[config.mk]
export PLATFORM = sky130hd
export DESIGN_NAME = dram_refresh_control
export DESIGN_NICKNAME = d
export VERILOG_FILES = /design/src/hw/refresh_pkg.sv /design/src/hw/pin_sync.sv /design/src/hw/refresh_interval_timer.sv /design/src/hw/dram_refresh_control.sv
export SDC_FILE = /design/constraint.sdc
export NUM_CORES = 1
export LEC_CHECK = 0
export BUFFER_PORTS_ARGS = -buffer_cell sky130_fd_sc_hd__buf_2
export CAP_MARGIN = 40
export CELL_PAD_IN_SITES_DETAIL_PLACEMENT = 0
export CELL_PAD_IN_SITES_GLOBAL_PLACEMENT = 1
export CORE_MARGIN = 2
export CORE_UTILIZATION = 36
export CTS_CLUSTER_DIAMETER = 120
export CTS_CLUSTER_SIZE = 8
export DETAILED_ROUTE_END_ITERATION = 16
export PLACE_DENSITY = 0.8
export SLEW_MARGIN = 10
export SYNTH_ARGS = -nofsm -noshare
export SYNTH_HDL_FRONTEND = slang
export SYNTH_HIERARCHICAL = 1
export SYNTH_SLANG_ARGS = --single-unit
[constraint.sdc]
create_clock -name hclk -period 2.9 [get_ports hclk]
set_input_delay 0.145 -clock hclk [delete_from_list [all_inputs] [get_ports hclk]]
set_output_delay 0.145 -clock hclk [all_outputs]
set_load 0.1 [all_outputs]
[src/hw/refresh_pkg.sv]
// Purpose: shared constants and types for the DRAM refresh controller
// Assumes: 20 MHz hclk, one hclk per processor clock state
// Notes: register map, reset values, refresh cycle states
// Operation
// - 8-bit row address, timed refresh insertion
// - refresh starts at machine cycle boundary
// - drive row address, pull strobe low
// - wait input ignored during refresh
// - bit 7 enables refresh, resets to 1
// - bit 6 adds third clock, resets 1
// - bits 1:0 pick 10/20/40/80 states
// - no refresh in release, sleep, wait
// - interval timer runs during bus release
// - sleep request held, serviced after sleep
// - address advances only per real cycle
// - one pending request kept over release
package refresh_pkg;

   // Register byte offsets
   localparam logic [7:0] OFS_CONTROL = 8'h00;
   localparam logic [7:0] OFS_STATUS = 8'h04;

   // Control field positions
   localparam int ON_BIT = 7;
   localparam int EXTRA_WAIT_BIT = 6;
   localparam int SEL_HI_BIT = 1;
   localparam int SEL_LO_BIT = 0;

   // Control reset: enabled, extra wait, shortest interval
   localparam logic [7:0] CONTROL_RESET = 8'hC0;
   // Writable bits of the control register
   localparam logic [7:0] CONTROL_MASK = 8'hC3;

   // Status field positions
   localparam int STAT_PENDING_BIT = 8;
   localparam int STAT_ACTIVE_BIT = 9;

   // Interval lengths in clock states
   localparam logic [6:0] INTERVAL_0 = 7'h0A;
   localparam logic [6:0] INTERVAL_1 = 7'h14;
   localparam logic [6:0] INTERVAL_2 = 7'h28;
   localparam logic [6:0] INTERVAL_3 = 7'h50;

   // Refresh row address after reset
   localparam logic [7:0] ROW_RESET = 8'h00;

   // Refresh cycle states, one-hot
   typedef enum logic [3:0] {
      RF_IDLE = 4'h1,
      RF_T1 = 4'h2,
      RF_TRW = 4'h4,
      RF_T2 = 4'h8
   } rf_state_t;

   // What the refresh cycle puts on the memory bus
   typedef struct packed {
      logic refresh_n;
      logic addr_oe;
      logic [7:0] row;
      logic strobe_inhibit;
   } rf_bus_t;

endpackage : refresh_pkg

[src/hw/pin_sync.sv]
// Purpose: two-flop synchroniser for pin inputs
// Assumes: inputs asynchronous to hclk
// Notes: only the second stage may be read by logic
`timescale 1ns/100ps
module pin_sync #(
   parameter int WIDTH = 1,
   parameter logic [WIDTH-1:0] INIT = '0
) (
   // Clock and reset
   input wire logic hclk,
   input wire logic hresetn,
   // Pins in, synchronised out
   input wire logic [WIDTH-1:0] pin_in,
   output logic [WIDTH-1:0] pin_out
);

   // First stage, read only by the second
   logic [WIDTH-1:0] meta;

   // Both stages in one register process
   always_ff @(posedge hclk or negedge hresetn) begin
      if (!hresetn) begin
         meta <= INIT;
         pin_out <= INIT;
      end else begin
         meta <= pin_in;
         pin_out <= meta;
      end
   end

endmodule : pin_sync

[src/hw/refresh_interval_timer.sv]
// Purpose: free-running refresh interval timer
// Assumes: counts one clock state per hclk
// Notes: keeps running whatever the bus does
`timescale 1ns/100ps
module refresh_interval_timer
   import refresh_pkg::*;
(
   // Clock and reset
   input wire logic hclk,
   input wire logic hresetn,
   // Interval select from the control register
   input wire logic [1:0] select,
   // One-cycle refresh request
   output logic tick
);

   // State counter and its next value
   logic [6:0] count;
   logic [6:0] next_count;
   logic [6:0] limit;

   // Interval lookup
   always_comb begin
      unique case (select)
         2'h0: limit = INTERVAL_0;
         2'h1: limit = INTERVAL_1;
         2'h2: limit = INTERVAL_2;
         2'h3: limit = INTERVAL_3;
      endcase
   end

   // A shortened interval past the count fires at once, no long wrap
   always_comb begin
      tick = (count >= limit - 7'h01);
      next_count = tick ? 7'h00 : count + 7'h01;
   end

   // Count register
   always_ff @(posedge hclk or negedge hresetn) begin
      if (!hresetn) begin
         count <= 7'h00;
      end else begin
         count <= next_count;
      end
   end
endmodule : refresh_interval_timer

[src/hw/dram_refresh_control.sv]
// Purpose: DRAM refresh controller with AHB-Lite register access
// Assumes: CPU status inputs share hclk; wait pin is asynchronous
// Notes: zero-wait slave, reads answered from a register
`timescale 1ns/100ps
module dram_refresh_control
   import refresh_pkg::*;
(
   // AHB-Lite clock and reset
   input wire logic hclk,
   input wire logic hresetn,
   // AHB-Lite slave
   input wire logic hsel,
   input wire logic [7:0] haddr,
   input wire logic [1:0] htrans,
   input wire logic hwrite,
   input wire logic [2:0] hsize,
   input wire logic [31:0] hwdata,
   input wire logic hready,
   output logic hreadyout,
   output logic hresp,
   output logic [31:0] hrdata,
   // CPU status on hclk
   input wire logic cycle_boundary,
   input wire logic bus_released,
   input wire logic sleep_mode,
   input wire logic wait_gen_active,
   // External wait pin
   input wire logic wait_n,
   // CPU control
   output logic cpu_hold,
   output logic cpu_wait,
   // Memory bus side
   output logic refresh_n,
   output logic addr_oe,
   output logic [7:0] row_addr,
   output logic strobe_inhibit
);

   // Control register and its next value
   logic [7:0] refresh_control;
   logic [7:0] next_control;
   // Captured address phase
   logic wr_pend;
   logic next_wr_pend;
   logic [7:0] wr_addr;
   logic [7:0] next_wr_addr;
   logic [31:0] next_rdata;
   // Refresh engine state
   rf_state_t state;
   rf_state_t next_state;
   logic pending;
   logic next_pending;
   logic [7:0] row;
   logic [7:0] next_row;
   // Helpers
   logic tick;
   logic wait_pin;
   logic access;
   logic start;
   logic cycle_end;
   logic blocked;
   logic active;
   rf_bus_t bus;

   // Named control fields
   logic refresh_on_bit;
   logic refresh_extra_wait_bit;
   logic interval_select_hi;
   logic interval_select_lo;
   assign refresh_on_bit = refresh_control[ON_BIT];
   assign refresh_extra_wait_bit = refresh_control[EXTRA_WAIT_BIT];
   assign interval_select_hi = refresh_control[SEL_HI_BIT];
   assign interval_select_lo = refresh_control[SEL_LO_BIT];

   // Wait pin crosses in through two flops, idle high
   pin_sync #(
      .WIDTH(1),
      .INIT(1'h1)
   ) u_wait_sync (
      .hclk(hclk),
      .hresetn(hresetn),
      .pin_in(wait_n),
      .pin_out(wait_pin)
   );

   // Interval timer runs regardless of bus ownership
   refresh_interval_timer u_timer (
      .hclk(hclk),
      .hresetn(hresetn),
      .select({interval_select_hi, interval_select_lo}),
      .tick(tick)
   );

   // Slave never stalls and never errors
   assign hreadyout = 1'h1;
   assign hresp = 1'h0;
   // Only a NONSEQ or SEQ with hready starts a transfer
   assign access = hsel & htrans[1] & hready;

   // Bus slave: write capture, read data, control update
   always_comb begin
      next_control = refresh_control;
      next_wr_pend = access & hwrite;
      next_wr_addr = access ? haddr : wr_addr;
      next_rdata = hrdata;
      // Write lands in the data phase
      if (wr_pend && wr_addr == OFS_CONTROL) begin
         next_control = hwdata[7:0] & CONTROL_MASK;
      end
      // Read data set up from the address phase
      if (access && !hwrite) begin
         next_rdata = 32'h0000_0000;
         if (haddr == OFS_CONTROL) begin
            next_rdata[7:0] = next_control;
         end else if (haddr == OFS_STATUS) begin
            next_rdata[7:0] = row;
            next_rdata[STAT_PENDING_BIT] = pending;
            next_rdata[STAT_ACTIVE_BIT] = active;
         end
         // Unmapped addresses read zero
      end
   end

   // Bus slave registers
   always_ff @(posedge hclk or negedge hresetn) begin
      if (!hresetn) begin
         refresh_control <= CONTROL_RESET;
         wr_pend <= 1'h0;
         wr_addr <= 8'h00;
         hrdata <= 32'h0000_0000;
      end else begin
         refresh_control <= next_control;
         wr_pend <= next_wr_pend;
         wr_addr <= next_wr_addr;
         hrdata <= next_rdata;
      end
   end

   // Insertion is held off in release, sleep and wait states
   assign blocked = bus_released | sleep_mode | !wait_pin
      | wait_gen_active;
   assign active = (state != RF_IDLE);
   // A cycle begins only at a machine cycle boundary
   assign start = (state == RF_IDLE) & cycle_boundary & pending
      & refresh_on_bit & !blocked;
   assign cycle_end = (state == RF_T2);

   // Refresh engine: pending flag, cycle states, row counter
   always_comb begin
      next_state = state;
      // A fresh tick wins over the clear; one flag holds any number
      next_pending = (tick & refresh_on_bit)
         | (pending & !start);
      next_row = row;
      unique case (state)
         RF_IDLE: begin
            if (start) begin
               next_state = RF_T1;
            end
         end
         RF_T1: begin
            // Wait pin plays no part in the length
            next_state = refresh_extra_wait_bit ? RF_TRW : RF_T2;
         end
         RF_TRW: begin
            next_state = RF_T2;
         end
         RF_T2: begin
            next_state = RF_IDLE;
            next_row = row + 8'h01;
         end
         default: begin
            next_state = RF_IDLE;
         end
      endcase
   end

   // Refresh engine registers
   always_ff @(posedge hclk or negedge hresetn) begin
      if (!hresetn) begin
         state <= RF_IDLE;
         pending <= 1'h0;
         row <= ROW_RESET;
      end else begin
         state <= next_state;
         pending <= next_pending;
         row <= next_row;
      end
   end

   // Memory bus image of the cycle, all from flops
   always_comb begin
      bus.refresh_n = !active;
      bus.addr_oe = active;
      bus.row = row;
      bus.strobe_inhibit = active;
   end

   assign refresh_n = bus.refresh_n;
   assign addr_oe = bus.addr_oe;
   assign row_addr = bus.row;
   assign strobe_inhibit = bus.strobe_inhibit;
   // CPU is frozen for the whole cycle; external wait masked then
   assign cpu_hold = active;
   assign cpu_wait = (!wait_pin | wait_gen_active) & !active;
endmodule : dram_refresh_control

==> run_results.csv, run 1 <==
group,metric,value,unit
run_status,status,"finished clean",
synthesis,synth_area_leaders,"dfrtp_1 44%, buf_4 7.8%, ha_1 6.5%, dfstp_2 5.2%, o211ai_2 4.0%",
cts,clk-insertion-delay-late,300,ps
setup_path,worst_setup_path_start_kind,"register",
placed_design,place_hpwl,3.55,mm
synthesis,synth_area_per_cell,11.0,um^2
routing,routed_wl,4.63,mm
synthesis,synth-edff-count,0,
synthesis,synthFlopType,"dfrtp_1",
global_routing,antenna_found_initial,0,
cts,cts.sinks,49,
power,max-vdd-ir-drop,225,uV
setup_path,reg2regPathDepth,8,
sta,fmax,0.435,GHz
synthesis,synth_fa_ha_area_frac,0.0647,
hold_path,holdPathEnd,"wr_pend$_DFF_PN0_",
cts,cts_resized,0,
sta,holdWs,76.9,ps
synthesis,synth_top_area_frac,0.438,
setup_path,crit_type,"register to output pin",
global_routing,grt_pass1_wl,7.88,mm
placed_design,place_congestion,0.727,
synthesis,synth_top_family_by_area,"simple AND/OR/NAND/NOR gates",
global_routing,grt_overflow,0,
cts,cts_tree,"built",
power,power_density,603,nW/um^2
cts,clockBufferDepth,2,
sta,slew_headroom,0.547,
finish,nNetsFinal,347,
routing,routedWlPerCell,12.3,um
global_routing,grt_start_max_net_pins,37,
synthesis,synth_area,2510,um^2
synthesis,synth_mux_area_frac,0.0557,
finish,final.fill_count,672,
finish,final_util,0.427,
synthesis,synth-seq-cells,49,
sta,rsz0062_at_grt,"false",
finish,diodes,0,
synthesis,synth-xor-area-share,0.0348,
floorplan,pin_count,102,
sta,tns,0,ps
placed_design,placed_cell_area,2770,um^2
floorplan,die_x,87.6,um
routing,firstDrtPassIters,4,
finish,multi_input_area,1080,um^2
finish,regArea,1230,um^2
synthesis,async_flop_share,1.00,
sta,period_share,0.793,
sta,finClkSkew,10.6,ps
synthesis,yosys_warnings,6,
cts,cts_buffers,5,
synthesis,synth-simple-area-share,0.156,
setup_path,rrSetupSlack,770,ps
sta,setup_viol,0,
setup_path,cp.required,2760,ps
flow_run,cap_viol_max_count,0,
floorplan,start_util,0.370,
global_routing,grt_pass1_vias,1669,
sta,hold_violations,0,
routing,drt_iter0_drc,64,
synthesis,synthCells,229,
floorplan,core_area,6790,um^2
cts,clkTransAtPathRegs,90,ps
routing,vias,1681,
sta,worst_pin_slew,677,ps
finish,drive_gt1_frac,0.314,
cts,htreeDepth,2,
hold_path,whs_path_depth,3,
setup_path,cp_max_fo,7,
synthesis,yosysSeqAreaShare,0.490,
setup_path,cp_data_arrival_time,2160,ps
placed_design,port_buffers,45,
hold_path,hold_class,"input port to register",
floorplan,rows,30,
synthesis,ys_types,42,
setup_path,reg2reg_from,"refresh_control[0]$_DFF_PN0_",
synthesis,synth-compound-area-share,0.0796,
setup_path,end_kind,"output pin",
power,finalPower,1.75,mW
cts,cts_root_buf,"clkbuf_8",
floorplan,die_area,7670,um^2
setup_path,worstReg2RegEnd,"u_timer/count[5]$_DFF_PN0_",
routing,viasPerCell,4.47,
finish,fin_area,2900,um^2
routing,drc_errors,0,
hold_path,min-delay-start,"hwrite",
sta,fin_crit,2300,ps
routing,ant_nets,0,
global_routing,grtUsageTotal,0.133,
floorplan,die_y,87.6,um
synthesis,synth_top_cell_by_area,"dfrtp_1",
power,leakage,1.51,nW
sta,maxSlewViolCount,0,
finish,synthToLayoutAreaGrowth,15.5,%
cts,post_cts_buffers,0,
[flip-flops by register name (all words and copies together), names as in the netlist]
| name | cells |
|---|---|
| hrdata | 10 |
| refresh_control | 8 |
| state | 4 |
| wr_addr | 8 |
| row_addr | 8 |
| u_timer/count | 7 |
| u_wait_sync/meta | 1 |
| u_wait_sync/pin_out | 1 |
| pending | 1 |
| wr_pend | 1 |
[stage by stage]
stage	setup slack, ps	instances
finish	600	376
global route	503	376
CTS	573	376
detailed placement	763	366
global placement	827	365
floorplan	234	251
[worst max-delay path, stage by stage (launching register included)]
cell	delay, ps
dfstp_2	590
or4b_2	720
nor2_2	130
buf_2	420
[timing repair]
item | CTS | global route
hold buffers | 2 | 0
endpoints found under the hold margin | 11 | 0
endpoints found under the setup margin | 0 | 0
[cell type report]
type                            instances  share of cell area
Clock inverter                          3              0.0159
Multi-Input combinational cell        153               0.371
Tap cell                               96              0.0414
Timing Repair Buffer                   51              0.0991
Sequential cell                        49               0.425
Clock buffer                            5              0.0237
Inverter                               19              0.0246
[synth_stat cells (all sizes together) (2+ instances only)]
master  instances
a211oi          2
a21oi           3
a22o            2
buf            27
clkbuf          3
conb            2
dfrtp          44
dfstp           5
ha             13
inv            19
mux2            8
mux2i           5
nand2          23
nand3          12
nand4           3
nand4b          2
nor2            5
nor2b           2
nor3            8
nor4            3
o211ai          8
o21ai           6
or2             2
or3             3
or4             2
xnor2           6
xor2            4
[logic make-up after synthesis]
kind of cell | count (synthesis)
xor+xnor | 10
fa+ha+maj | 13
other cells | 2
compound gates | 23
simple gates | 70
flops | 49
buf+inv | 49
mux | 13
[routing by layer]
layer	track usage	wire length, um	part of all wire	up-vias
met1	0.180	2210	0.48	799
li1	-	-	-	834
met2	0.206	2140	0.46	43
met4	0.0420	67	0.014	0
met5	0	0	0	-
met3	0.0386	200	0.043	5
[how the worst max path moves through the flow]
stage / startpoint / to / slack, ps / cells past startpoint
finish: state[0]$_DFFE_PN1P_ / cpu_wait / 600 / 3
global route: state[0]$_DFFE_PN1P_ / cpu_wait / 500 / 3
CTS: state[0]$_DFFE_PN1P_ / cpu_wait / 570 / 3
detailed placement: refresh_control[0]$_DFF_PN0_ / u_timer/count[4]$_DFF_PN0_ / 760 / 8
floorplan: state[0]$_DFFE_PN1P_ / cpu_wait / 230 / 3
global placement: refresh_control[0]$_DFF_PN0_ / pending$_DFF_PN0_ / 830 / 9
[power by group]
group | switching, mW | internal, mW
clock | 0.224 | 0.258
combinational | 0.307 | 0.136
sequential | 0.0680 | 0.757
[placed cells by master, fill, tap and decap left out, types with 5 or more instances in the layout]
| master | instances |
|---|---|
| inv_1 | 19 |
| o211ai_2 | 8 |
| dfstp_2 | 5 |
| xnor2_1 | 6 |
| nor3_1 | 7 |
| o21ai_0 | 5 |
| dfrtp_1 | 44 |
| mux2_2 | 8 |
| buf_2 | 45 |
| clkbuf_8 | 5 |
| conb_1 | 24 |
| nand3_1 | 11 |
| mux2i_1 | 5 |
| nand2_1 | 23 |
| ha_1 | 13 |
No activity file was read; power rests on OpenSTA's default activity.
==> run 2: changes to the inputs <==
- CORE_UTILIZATION: 36 -> 33
- PLACE_DENSITY: 0.8 -> 0.78
- clock period: 2.9 -> 1.8 ns (I/O delays scaled with it)
==> run 2 against run 1 <==
Against the previous run: setup slack got worse by 580 ps; non-clock buffer count rose by 9; die area rose by 8.7%; critical path type unchanged; first-iteration DRC count fell by 25%; sequential share of layout area fell by 3.0 points; clock skew fell by 1.2 ps; highest routed layer unchanged; count of clock-buffer cells in the layout did not move.
==> run_results.csv, run 2 (synthesized netlist as in run 1, its figures left out) <==
group,metric,value,unit
hold_path,holdPathEnd,"wr_addr[3]$_DFFE_PN0P_",
sta,maxSlewViolCount,0,
hold_path,whs_path_depth,2,
global_routing,antenna_found_initial,0,
cts,clk-insertion-delay-late,310,ps
sta,fmax,0.561,GHz
placed_design,port_buffers,45,
sta,period_share,0.990,
floorplan,pin_count,102,
global_routing,grtUsageTotal,0.121,
routing,wl_met3,260,um
sta,tns,0,ps
flow_run,cap_viol_max_count,0,
global_routing,grt_start_max_net_pins,50,
setup_path,crit_chain,"or4b_4 -> nor2_4 -> buf_12",
floorplan,die_y,91.3,um
finish,final_common_cell,"dfrtp_1",
cts,cts_tree,"built",
sta,setup_viol,0,
hold_path,min-delay-start,"haddr[3]",
setup_path,rrSetupSlack,20,ps
setup_path,cp_slowest_cell,"or4b_4",
setup_path,end_kind,"output pin",
hold_path,hold_class,"input port to register",
routing,dr.max_layer_used,"met4",
setup_path,cp.required,1710,ps
sta,rsz0062_at_grt,"true",
power,leakage,1.58,nW
finish,largest_register_ffs,10,
global_routing,grt_pass1_wl,7.97,mm
cts,cts_buffers,5,
setup_path,reg2reg_from,"refresh_control[1]$_DFF_PN0_",
power,finalPower,3.06,mW
setup_path,cp_max_fo,6,
floorplan,start_util,0.343,
sta,hold_violations,0,
routing,routedWlPerCell,12.5,um
floorplan,rows,31,
routing,drt_iter0_drc,48,
routing,wl_met2,2.18,mm
routing,viasPerCell,4.43,
sta,finClkSkew,9.43,ps
placed_design,place_hpwl,3.62,mm
finish,final_util,0.427,
floorplan,die_x,91.3,um
cts,cts_root_buf,"clkbuf_8",
sta,slew_headroom,0.589,
routing,routed_wl,4.83,mm
setup_path,crit_type,"register to output pin",
floorplan,die_area,8330,um^2
finish,diodes,0,
setup_path,worst_setup_path_start_kind,"register",
floorplan,core_area,7330,um^2
placed_design,place_congestion,0.776,
finish,final.fill_count,696,
setup_path,cp_data_arrival_time,1690,ps
routing,ant_nets,0,
global_routing,grt_pass1_vias,1698,
cts,clkTransAtPathRegs,100,ps
finish,nNetsFinal,356,
sta,fin_crit,1780,ps
finish,synthToLayoutAreaGrowth,24.5,%
cts,clockBufferDepth,2,
power,max-vdd-ir-drop,472,uV
routing,met1Wirelength,2.35,mm
cts,htreeDepth,2,
finish,final_cell_mix,"43 x dfrtp_1, 40 x buf_2, 24 x conb_1",
power,power_density,979,nW/um^2
global_routing,grt_overflow,0,
finish,top_register,"hrdata",
run_status,status,"finished clean",
finish,drive_gt1_frac,0.391,
setup_path,worstReg2RegEnd,"pending$_DFF_PN0_",
cts,cts.sinks,49,
routing,vias,1718,
setup_path,critPathMaxStageDelay,610,ps
sta,worst_pin_slew,616,ps
setup_path,reg2regPathDepth,9,
routing,drc_errors,0,
routing,firstDrtPassIters,4,
-- run 2: repair_timing --
action                                  in CTS  in global routing
pin swaps                                    4                  1
gates resized for setup                      9                  7
hold endpoints to repair                    46                  0
hold buffers                                 3                  0
endpoints found under the setup margin      13                 10
buffers inserted                             2                  1
-- run 2: through the flow --
step                      std cells  instance area [um^2]  setup WS (ps)  hold WS (ps)
after floorplan                 251                  2680          -21.9          -206
after global placement          374                  2890          -15.9           197
after detailed placement        374                  2890          -62.1           200
after CTS                       387                  3080         -0.471          12.0
after global routing            388                  3130          -50.6          8.09
final                           388                  3130           18.5          16.6
-- run 2: worst max-delay path: cells and delay by family, from the launching register on --
| kind | cells | cell delay (ps) |
|---|---|---|
| flops | 1 | 470 |
| buf+inv | 1 | 180 |
| simple gates | 2 | 740 |
-- run 2: routing by layer --
metal  vias to the layer above  GRT usage
met5                         -          0
met4                         0     0.0303
met3                         4     0.0373
met2                        52      0.194
met1                       809      0.159
li1                        853          -
-- run 2: final cells by class --
class,instances,area (um^2),share of cell area
timing repair buffer,60,383,0.122
clock buffer,5,68.8,0.0220
inverter,19,75.1,0.0240
clock inverter,3,50.0,0.0160
sequential,49,1230,0.394
multi-input combinational,153,1200,0.382
tap,99,124,0.0396
-- run 2: worst max-delay path by stage --
stage / startpoint / cells after the start / end
global route: refresh_control[1]$_DFF_PN0_ / 9 / pending$_DFF_PN0_
detailed placement: refresh_control[0]$_DFF_PN0_ / 8 / u_timer/count[5]$_DFF_PN0_
finish: state[1]$_DFFE_PN0P_ / 3 / cpu_wait
global placement: refresh_control[0]$_DFF_PN0_ / 9 / pending$_DFF_PN0_
floorplan: state[0]$_DFFE_PN1P_ / 3 / cpu_wait
CTS: refresh_control[0]$_DFF_PN0_ / 9 / pending$_DFF_PN0_
-- run 2: power breakdown --
| group | switching [mW] | internal (mW) |
|---|---|---|
| clock network | 0.404 | 0.426 |
| logic | 0.561 | 0.327 |
| registers | 0.125 | 1.22 |
| total | 1.09 | 1.97 |
==> run 3: changes to the inputs <==
- RECOVER_POWER: default -> 100
==> run 3 against run 2 <==
Against the previous run: die area is the same; final area fell by 1.1%; maximum frequency grew 0.18%; largest cell class unchanged; first-iteration DRC count grew 2.1%; core utilization fell by 0.46 points; routed wire length about the same.
==> run_results.csv, run 3 (synthesized netlist as in run 1, its figures left out) <==
group,metric,value,unit
routing,firstDrtPassIters,4,
placed_design,place_hpwl,3.62,mm
finish,nNetsFinal,356,
floorplan,die_x,91.3,um
routing,met1Wirelength,2.31,mm
setup_path,critPathMaxStageDelay,410,ps
routing,routed_wl,4.83,mm
finish,top_register,"hrdata",
global_routing,antenna_found_initial,0,
global_routing,grt_start_max_net_pins,50,
power,leakage,1.54,nW
floorplan,core_area,7330,um^2
sta,period_share,0.988,
routing,ant_nets,0,
sta,fin_ws,21.6,ps
routing,viasPerCell,4.43,
placed_design,place_worst_setup_slack,-62.1,ps
sta,slew_headroom,0.194,
placed_design,place_congestion,0.776,
global_routing,grtUsageTotal,0.121,
power,power_density,987,nW/um^2
cts,clk-insertion-delay-late,310,ps
routing,dr.max_layer_used,"met4",
hold_path,min-delay-start,"haddr[3]",
sta,fmax,0.562,GHz
setup_path,end_kind,"register",
setup_path,cp_slowest_cell,"dfrtp_1",
hold_path,whs_path_depth,2,
cts,cts_root_buf,"clkbuf_8",
cts,cts.sinks,49,
global_routing,grt_overflow,0,
power,max-vdd-ir-drop,471,uV
sta,hold_violations,0,
cts,clkTransAtPathRegs,100,ps
run_status,status,"finished clean",
routing,wl_met2,2.21,mm
sta,tns,0,ps
placed_design,port_buffers,45,
routing,vias,1719,
placed_design,place_inst,374,
sta,fin_crit,1780,ps
global_routing,grt_pass1_vias,1698,
routing,routedWlPerCell,12.4,um
setup_path,cp_max_fo,4,
sta,worst_pin_slew,1210,ps
hold_path,hold_class,"input port to register",
setup_path,crit_family,"simple AND/OR/NAND/NOR gates",
finish,drive_gt1_frac,0.363,
sta,setup_viol,0,
setup_path,path_buf_inv,1,
sta,rsz0062_at_grt,"true",
floorplan,die_area,8330,um^2
setup_path,worstReg2RegEnd,"pending$_DFF_PN0_",
setup_path,crit_chain,"inv_2 -> ha_4 -> or2_4 -> ha_4 -> a21oi_4 -> a21oi_4 -> or2_4 -> nand2_2 -> o21ai_1",
setup_path,reg2reg_from,"refresh_control[1]$_DFF_PN0_",
finish,largest_register_ffs,10,
setup_path,cp_data_arrival_time,1970,ps
flow_run,cap_viol_max_count,0,
routing,drt_iter0_drc,49,
cts,clockBufferDepth,2,
hold_path,holdPathEnd,"wr_addr[3]$_DFFE_PN0P_",
sta,maxSlewViolCount,0,
finish,synthToLayoutAreaGrowth,23.2,%
floorplan,die_y,91.3,um
setup_path,cp.required,1990,ps
cts,htreeDepth,2,
global_routing,grt_pass1_wl,7.97,mm
cts,cts_buffers,5,
power,finalPower,3.06,mW
setup_path,crit_type,"register to register",
finish,final_common_cell,"dfrtp_1",
floorplan,start_util,0.343,
floorplan,rows,31,
finish,diodes,0,
setup_path,rrSetupSlack,20,ps
finish,final_cell_mix,"43 x dfrtp_1, 24 x conb_1, 22 x nand2_1",
cts,cts_tree,"built",
routing,wl_met3,288,um
finish,instances_no_fill,388,
sta,holdWs,20.5,ps
routing,drc_errors,0,
floorplan,pin_count,102,
setup_path,reg2regPathDepth,9,
sta,finClkSkew,8.80,ps
setup_path,worst_setup_path_start_kind,"register",
-- run 3: worst max-delay path by stage --
stage	to	slack, ps	startpoint	cells past startpoint
floorplan	cpu_wait	-20	state[0]$_DFFE_PN1P_	3
global placement	pending$_DFF_PN0_	-20	refresh_control[0]$_DFF_PN0_	9
detailed placement	u_timer/count[5]$_DFF_PN0_	-60	refresh_control[0]$_DFF_PN0_	8
CTS	pending$_DFF_PN0_	-0.5	refresh_control[0]$_DFF_PN0_	9
global route	pending$_DFF_PN0_	-50	refresh_control[1]$_DFF_PN0_	9
finish	pending$_DFF_PN0_	20	refresh_control[1]$_DFF_PN0_	9
-- run 3: cell type report --
type,count,area [um^2]
clock inverter,3,50.0
clock buffer,5,68.8
tap,99,124
fill,702,4230
inverter,19,75.1
timing repair buffer,60,365
multi-input combinational,153,1180
sequential,49,1230
-- run 3: worst reg2reg max path, delay by kind of cell (launching register included) --
family	cells	cell delay, ps
simple gates	3	520
flops	1	410
fa+ha+maj	2	380
compound gates	3	270
buf+inv	1	90
-- run 3: timing repair --
| action | CTS | global route |
|---|---|---|
| setup endpoints to repair | 13 | 10 |
| setup buffers | 2 | 1 |
| pin swaps | 4 | 1 |
| resized for setup | 9 | 7 |
| hold buffers | 3 | 0 |
| hold endpoints to repair | 46 | 0 |
-- run 3: routing by layer --
layer / vias up / global-route usage
li1: 853 / -
met5: - / 0
met1: 809 / 0.159
met3: 2 / 0.0373
met2: 55 / 0.194
met4: 0 / 0.0303
-- run 3: through the flow --
step,util,cell area [um^2]
finish,0.422,3100
global route,0.422,3100
CTS,0.420,3080
detailed placement,0.394,2890
global placement,0.394,2890
floorplan,-,2680
-- run 3: where the power goes --
group,switching (mW),total (mW),internal (mW)
Clock,0.400,0.826,0.426
Sequential,0.124,1.34,1.22
Combinational,0.561,0.886,0.325
Total,1.09,3.06,1.97
